## config.mk

```make
export PLATFORM = sky130hd
export DESIGN_NAME = anbp_base_page_regs
export DESIGN_NICKNAME = d
export VERILOG_FILES = /design/src/include/anbp_pkg.sv /design/src/design/anbp_base_page_regs.sv /design/src/design/anbp_strap_latch.sv
export SDC_FILE = /design/constraint.sdc
export NUM_CORES = 1
export LEC_CHECK = 0
export ABC_AREA = 1
export ABC_CLOCK_PERIOD_IN_PS = 1100
export BUFFER_PORTS_ARGS = -buffer_cell sky130_fd_sc_hd__buf_2
export CAP_MARGIN = 10
export CORE_AREA = 3 3 88 98
export DETAILED_ROUTE_END_ITERATION = 7
export DIE_AREA = 0 0 91 101
export PLACE_DENSITY = 0.79
export SYNTH_ARGS = -nofsm -noshare
export SYNTH_HDL_FRONTEND = slang
export SYNTH_SLANG_ARGS = --single-unit
```

## constraint.sdc

```tcl
create_clock -name clk_sys -period 1.1 [get_ports clk_sys]
set_input_delay 0.22 -clock clk_sys [delete_from_list [all_inputs] [get_ports clk_sys]]
set_output_delay 0.22 -clock clk_sys [all_outputs]
set_load 0.005 [all_outputs]
```

## src/include/anbp_pkg.sv

```systemverilog
// Package with register indices, field positions and reset values of the base page registers.
package anbp_pkg;
   localparam logic [4:0]  IDX_ADVERT       = 5'h04;
   localparam logic [4:0]  IDX_PARTNER      = 5'h05;
   localparam logic [4:0]  IDX_EXPANSION    = 5'h06;
   localparam int          BIT_NEXT_PAGE    = 15;
   localparam int          BIT_ACK          = 14;
   localparam int          BIT_REMOTE_FAULT = 13;
   localparam int          BIT_EXT_NP       = 12;
   localparam int          BIT_ASYM_PAUSE   = 11;
   localparam int          BIT_SYM_PAUSE    = 10;
   localparam int          BIT_T4           = 9;
   localparam int          BIT_PAGE_RX      = 1;
   localparam int          SPEED_LSB        = 5;
   localparam int          SEL_LSB          = 0;
   // Writable mask of the advertisement register; the reserved bit 14 is held at zero.
   localparam logic [15:0] ADV_WRITE_MASK   = 16'hbfff;
   localparam logic [15:0] ADV_RESET_FIXED  = 16'h0c01;
   localparam logic [4:0]  SELECTOR_8023    = 5'h01;
   localparam logic [15:0] PARTNER_RESET    = 16'h0000;
   localparam logic [15:0] ZERO_WORD        = 16'h0000;
endpackage

```

## src/design/anbp_base_page_regs.sv

```systemverilog
// Auto-negotiation base page registers: local advertisement and partner base page.
// Function
// - Read/write 16-bit advertisement register at management index 4.
// - Bit 15 next page capability, writable, resets to 0.
// - Bit 13 remote fault advertisement, writable, resets to 0.
// - Bit 11 asymmetric pause advertisement, resets to 1.
// - Bit 10 symmetric pause advertisement, resets to 1.
// - Bits 8..5 advertise 100 full, 100 half, 10 full, 10 half.
// - Bits 8..5 reset to 0 and load from the four mode strapping pins after reset release, unless a write to index 4 lands in the load cycle.
// - Bits 4:0 selector; local one writable, resets to 00001.
// - Read-only 16-bit partner ability register at management index 5.
// - Partner bit 15 reports partner next page capability, 0 after reset.
// - Partner bit 14 reads 1 once a code word was received.
// - Partner bit 13 remote fault, bit 12 extended next page.
// - Partner bits 11 and 10 report asymmetric and symmetric pause.
// - Partner bit 9 reports 100BASE-T4 ability, 0 after reset.
// - Partner bits 8..5 report speed and duplex abilities in order.
// - Page-received flag sets on a new page, holds, clears on read.
`timescale 1ns/100ps
`default_nettype none
module anbp_base_page_regs (
   input  wire logic        clk_sys,
   input  wire logic        rst_b,
   input  wire logic        clkEn,
   input  wire logic [3:0]  modeStrap,
   input  wire logic [4:0]  regAddr,
   input  wire logic        regWrEn,
   input  wire logic        regRdEn,
   input  wire logic [15:0] regWrData,
   input  wire logic        pageRxValid,
   input  wire logic [15:0] pageRxWord,
   output var  logic [15:0] regRdData,
   output var  logic [15:0] advertWord,
   output var  logic        nextPageAdv,
   output var  logic        remoteFaultAdv,
   output var  logic [1:0]  pauseAdv,
   output var  logic [3:0]  speedDuplexAdv,
   output var  logic [15:0] partnerWord,
   output var  logic        pageReceived
);
   logic [15:0] advert_q;
   logic [15:0] advert_d;
   logic [15:0] partner_q;
   logic        ackSeen_q;
   logic        pageFlag_q;
   logic        pageFlag_d;
   logic        strapsLoaded_q;
   logic [3:0]  strapVal;
   logic        strapValid;
   logic        hitAdvert;
   logic        hitPartner;
   logic        hitExpansion;
   logic        advertWrite;
   logic        expansionRead;
   logic [15:0] partnerView;
   logic [15:0] readMux;

   // Address match used by both the read and the write decoders.
   function automatic logic addrHit(input logic [4:0] a, input logic [4:0] idx);
      addrHit = (a == idx);
   endfunction

   anbp_strap_latch u_strap (
      .clk_sys    (clk_sys),
      .rst_b      (rst_b),
      .clkEn      (clkEn),
      .modeStrap  (modeStrap),
      .strapVal   (strapVal),
      .strapValid (strapValid)
   );

   assign hitAdvert     = addrHit(regAddr, anbp_pkg::IDX_ADVERT);
   assign hitPartner    = addrHit(regAddr, anbp_pkg::IDX_PARTNER);
   assign hitExpansion  = addrHit(regAddr, anbp_pkg::IDX_EXPANSION);
   assign advertWrite   = regWrEn && hitAdvert;
   assign expansionRead = regRdEn && hitExpansion;

   // Bit 14 is masked so a write there has no effect and it reads back 0.
   assign advert_d = (regWrData & anbp_pkg::ADV_WRITE_MASK);

   // Partner acknowledge is sticky once any code word arrives.
   assign partnerView = {partner_q[15], ackSeen_q, partner_q[13:0]};

   // A new page wins over a clearing read in the same cycle.
   assign pageFlag_d = pageRxValid ? 1'b1 : (expansionRead ? 1'b0 : pageFlag_q);

   assign readMux = hitAdvert    ? advert_q :
                    hitPartner   ? partnerView :
                    hitExpansion ? (16'h0001 << anbp_pkg::BIT_PAGE_RX) & {16{pageFlag_q}} :
                                   anbp_pkg::ZERO_WORD;

   // Advertisement register. Straps overwrite the speed bits once, right after capture; a write to index 4 in that cycle wins and the straps are dropped.
   always_ff @(posedge clk_sys) begin
      if (!rst_b) begin
         advert_q       <= anbp_pkg::ADV_RESET_FIXED;
         strapsLoaded_q <= 1'b0;
      end else if (clkEn) begin
         if (advertWrite) begin
            advert_q <= advert_d;
         end else if (strapValid && !strapsLoaded_q) begin
            advert_q[anbp_pkg::SPEED_LSB +: 4] <= strapVal;
         end
         if (strapValid) begin
            strapsLoaded_q <= 1'b1;
         end
      end
   end

   // Partner register loads only from the line side; management writes are ignored.
   always_ff @(posedge clk_sys) begin
      if (!rst_b) begin
         partner_q <= anbp_pkg::PARTNER_RESET;
         ackSeen_q <= 1'b0;
      end else if (clkEn && pageRxValid) begin
         partner_q <= pageRxWord;
         ackSeen_q <= 1'b1;
      end
   end

   always_ff @(posedge clk_sys) begin
      if (!rst_b) begin
         pageFlag_q <= 1'b0;
      end else if (clkEn) begin
         pageFlag_q <= pageFlag_d;
      end
   end

   // Registered outputs; read data follows the address with one cycle of latency.
   always_ff @(posedge clk_sys) begin
      if (!rst_b) begin
         regRdData      <= anbp_pkg::ZERO_WORD;
         advertWord     <= anbp_pkg::ADV_RESET_FIXED;
         nextPageAdv    <= 1'b0;
         remoteFaultAdv <= 1'b0;
         pauseAdv       <= 2'h3;
         speedDuplexAdv <= 4'h0;
         partnerWord    <= anbp_pkg::PARTNER_RESET;
         pageReceived   <= 1'b0;
      end else if (clkEn) begin
         regRdData      <= readMux;
         advertWord     <= advert_q;
         nextPageAdv    <= advert_q[anbp_pkg::BIT_NEXT_PAGE];
         remoteFaultAdv <= advert_q[anbp_pkg::BIT_REMOTE_FAULT];
         pauseAdv       <= advert_q[anbp_pkg::BIT_SYM_PAUSE +: 2];
         speedDuplexAdv <= advert_q[anbp_pkg::SPEED_LSB +: 4];
         partnerWord    <= partnerView;
         pageReceived   <= pageFlag_q;
      end
   end
endmodule // anbp_base_page_regs
`default_nettype wire

```

## src/design/anbp_strap_latch.sv

```systemverilog
// Captures the mode straps once after reset release for the speed/duplex advert defaults.
`timescale 1ns/100ps
`default_nettype none
module anbp_strap_latch (
   input  wire logic       clk_sys,
   input  wire logic       rst_b,
   input  wire logic       clkEn,
   input  wire logic [3:0] modeStrap,
   output var  logic [3:0] strapVal,
   output var  logic       strapValid
);
   // The strap level is caught by a clocked process after release, never by the reset itself.
   always_ff @(posedge clk_sys) begin
      if (!rst_b) begin
         strapVal   <= 4'h0;
         strapValid <= 1'b0;
      end else if (clkEn && !strapValid) begin
         strapVal   <= modeStrap;
         strapValid <= 1'b1;
      end
   end
endmodule // anbp_strap_latch
`default_nettype wire

```

Yosys cells after proc, flatten, opt, wreduce, memory -nomap -nowiden
Cells that the tools add are included.

cells by class
  reductions and logical operators = 13
  equal/unequal tests = 3
  muxes and demuxes = 7

operators by type and width
  cell                                                             count
  16-bit 2-to-1 mux                                                2
  5-bit by 3-bit == test with 1-bit output, second input constant  3
  4-bit 2-to-1 mux                                                 2
  2-bit AND reduction                                              4
  1-bit logical AND                                                5
  2-bit nonzero test                                               2
  1-bit logical NOT                                                2
  1-bit 2-to-1 mux                                                 2
  2-bit 2-to-1 mux                                                 1

word-level totals
  logic and storage cells = 39
  flip-flop bits (word level) = 95
  input port bits = 47
  output and inout bits = 57

Logic depth before layout (Yosys ltp)
  depth after elaboration = 4
  gate-level depth with buffers = 8
  gate-level depth less buffers = 7

Modules after synthesis
From an unflattened synthesis, not the netlist that was laid out.

unflattened totals
  cell total of the unflattened synthesis = 484
  area total of the unflattened synthesis = 3,518.4 µm²

modules (own cells, without submodules)
  module               cells an instance  sequential area each (µm²)  area each (µm²)  times used
  anbp_base_page_regs  455                1,621.6                     3,316.9          1
  anbp_strap_latch     29                 100.1                       201.4            1

Worst setup path after synthesis
OpenSTA, ideal clock, no wires.

  kind = input to register
  start point = in regAddr[3]
  end point = reg advert_q[12]
  data arrival time = 0.969 ns
  setup slack = 0.018 ns
  cell stages on the path = 7
  path buffers = 1
  cells stage by stage = inv_1 > nand2_2 > nor2_4 > nand4_4 > buf_2 > o21ai_1 > nor2_1

on the way
  word-level cells in the longest chain between the ends = 3

ends and longest elaborated chain
  item                                      line                        text
  start, declared                           anbp_base_page_regs.sv:26   input wire logic [4:0] regAddr,
  5-bit by 3-bit == test with 1-bit output  anbp_base_page_regs.sv:60   addrHit = (a == idx);
  1-bit logical AND                         anbp_base_page_regs.sv:75   assign advertWrite = regWrEn && hitAdvert;
  2-bit AND reduction (no source line)      --
  end signal, assigned                      anbp_base_page_regs.sv:95   advert_q <= anbp_pkg::ADV_RESET_FIXED;
  end signal, assigned                      anbp_base_page_regs.sv:99   advert_q <= advert_d;
  end signal, assigned by index             anbp_base_page_regs.sv:101  advert_q[anbp_pkg::SPEED_LSB +: 4] <= strapVal;
  end, declared                             anbp_base_page_regs.sv:41   logic [15:0] advert_q;

No other way between the ends.
A chain may end at the register's enable or synchronous reset.

Final worst setup path
  start point = reg partnerWord[4]
  end point = out partnerWord[4]

RTL lines
  item                    line                        text
  start, declared         anbp_base_page_regs.sv:38   output var logic [15:0] partnerWord,
  start signal, assigned  anbp_base_page_regs.sv:137  partnerWord <= anbp_pkg::PARTNER_RESET;
  start signal, assigned  anbp_base_page_regs.sv:146  partnerWord <= partnerView;

No word-level cell between the ends.

==> impl_metrics.csv <==
group,metric,value,unit
status,status,"finished, final reports clean",
logic_synthesis,synth_area_per_cell,7.310,um^2
floorplanning,dieWidth,91,um
sta,fin_setup_tns,0,ps
route,drt-total-wl,8790,um
place,portBuffers,100,
place,gp_congestion,0.8787,
worst_setup_path,cp.required,880,ps
logic_synthesis,synth_common_cells,"nor2_1 (113), nand2_1 (91), dfxtp_1 (86)",
route,drtIter0Drc,148,
route,firstDrtPassIters,5,
sta,finalClockSkew,14.86,ps
run,maxCapViolCount,0,
global_routing,grt_pass1_wl,14460,um
power,p_leak,2.141,nW
floorplanning,ioPinCount,104,
layout,utilization,0.5526,
logic_synthesis,synth_top_area_frac,0.4937,
logic_synthesis,yosysUniqueCellTypes,24,
min_path,hp-class,"in -> reg",
layout,final_cells,687,
logic_synthesis,synthCells,477,
clock_tree,cts_setup_buffers,0,
clock_tree,cts_made_buffers,9,
route,drc,0,
worst_setup_path,worst-setup-path-type,"reg -> out",
worst_setup_path,startpoint_type,"register",
worst_setup_path,endpoint_kind,"output port",
worst_setup_path,reg2reg_depth,4,
sta,worst_pin_slew,506.7,ps
sta,timing.final.ws_setup,37.77,ps
layout,drive_gt1_frac,0.2625,
worst_setup_path,cp_cell_sequence,"buf_2",
sta,finalSetupViolations,0,
global_routing,antenna_found_initial,0,
global_routing,track_usage,0.1974,
logic_synthesis,ys_top_cells_by_area,"dfxtp_1 (49%), nor2_1 (12%), nand2_1 (9.8%), o21ai_0 (5.6%), nand3_1 (3.9%)",
logic_synthesis,ys_seq_area_frac,0.4937,
power,power.density,1450,nW/um^2
layout,nFillCells,787,
clock_tree,numClockSinks,86,
global_routing,grt_pass1_vias,3130,
logic_synthesis,async_reset_ff_frac,0,
logic_synthesis,synth_edf_count,0,
worst_setup_path,cp.arrival,840,ps
clock_tree,cts_tree,"built",
global_routing,grt_max_degree,25,
route,vias,3348,
logic_synthesis,synth_top_area_cell,"dfxtp_1",
place,dp_hpwl,6553,um
logic_synthesis,ys_dominant_reg_cell,"dfxtp_1",
floorplanning,fp-row-count,34,
route,routed_via_density,4.873,
worst_setup_path,cpPeakStageDelay,360,ps
layout,diodes,0,
sta,hold_viol,0,
layout,area_growth,24.04,%
floorplanning,coreArea,7828,um^2
global_routing,grt_overflow,0,
clock_tree,ctsHtreeMaxLevel,3,
floorplanning,initial_utilization,0.4455,
logic_synthesis,yosys_warnings,0,
sta,fin_crit_sh,0.9657,
min_path,min_path_cells,3,
sta,fin_crit,1062,ps
floorplanning,dieArea,9191,um^2
sta,rsz0062_at_grt,"no",
worst_setup_path,cp_num_buf_inv,1,
sta,max_freq,0.9414,GHz
worst_setup_path,slowest_stage,"dfxtp_1",
clock_tree,cts_max_path_buffers,2,
place,pre_cts_ws,-181.2,ps
worst_setup_path,cp_top_family,"flip-flops",
clock_tree,clk_pin_slew_worst_paths,80,ps
logic_synthesis,netlist_area,3487,um^2
worst_setup_path,cp.depth,1,
clock_tree,ctsRootBufferMaster,"clkbuf_8",
logic_synthesis,synth_most_common_cell,"nor2_1",
route,drt-wirelength-per-cell,12.79,um
route,postRouteAntennaNets,0,
clock_tree,clk_latency,360,ps
layout,fin_nets,621,
power,power.total,0.006270,W
worst_setup_path,critPathMaxFanout,2,
power,ir_worst_vdd,0.8165,mV
logic_synthesis,synth-seq-cells,86,
logic_synthesis,syn_nets,524,
sta,maxSlewViolCount,0,
floorplanning,die_h,101,um
place,dpl.cell_count,671,
sta,max-slew-margin-rel,0.6618,
[sequential cells by signal, summed over array words and instances (netlist names), 3 cells and up]
| register | flops |
|---|---|
| partnerWord | 16 |
| regRdData | 16 |
| advert_q | 15 |
| partner_q | 15 |
| advertWord | 10 |
| u_strap.strapVal | 4 |
| speedDuplexAdv | 3 |
[routing by layer]
layer / up-vias / global-route usage / wire length, um
met3: 16 / 0.04257 / 526
met4: 0 / 0.08701 / 207
met5: - / 0 / 0
li1: 1706 / - / -
met2: 114 / 0.3488 / 4359
met1: 1512 / 0.2303 / 3697
[metrics by stage]
step,cell area [um^2],hold slack [ps]
2_1_floorplan,3487,333.2
3_3_place_gp,4121,434.2
3_5_place_dp,4121,437.1
4_1_cts,4322,65.02
5_1_grt,4325,89.86
6_report,4325,78.82
[worst paths after layout]
check	slack, ps	endpoint	start
setup / recovery	40	partnerWord[4]	partnerWord[4]
hold / removal	80	advert_q[0]	regWrData[0]
setup reg to reg	140	u_strap.strapVal[3]	u_strap.strapValid
hold reg to reg	460	advertWord[0]	advertWord[0]
[area by class of cell]
type                       instances  area (um^2)  area share
multi-input combinational        324         1445      0.3341
sequential                        86         1725      0.3989
clock inverter                     4        45.04     0.01041
timing repair buffer             122        703.2      0.1626
inverter                          31        116.4     0.02690
tap                              108        135.1     0.03124
clock buffer                      12        155.1     0.03587
[cells by family after synthesis]
logic type | Yosys count | synth area share
AO/OA/AOI/OAI | 66 | 0.09544
flip-flops | 86 | 0.4937
other | 1 | 0.001075
AND/OR/NAND/NOR | 257 | 0.3179
buffers and inverters | 67 | 0.09185
[power by group]
group | internal (W) | leakage, nW | total, W | switching (W)
clock | 0.00116 | 0.106 | 0.00223 | 0.00107
combinational | 0.000294 | 1.33 | 0.000692 | 0.000398
sequential | 0.00326 | 0.706 | 0.00335 | 0.0000906
total | 0.00471 | 2.14 | 0.00627 | 0.00156
[placed cells by master, fill, tap and decap left out, types with 4 or more instances in the layout]
cell and n:
clkbuf_8 11, nand2_1 91, buf_4 19, buf_2 100
dfxtp_1 83, o21ai_0 39, inv_1 27, inv_2 4
o21ai_1 7, nand4_1 18, nand3_1 27, a21oi_1 19
nor2_1 113
[what timing repair did]
item                       4_1_cts  5_1_grt
setup endpoints to repair        0        4
resized for setup                0        3
hold buffers                     0        0
Note: power is estimated with default switching activity, not from simulation.
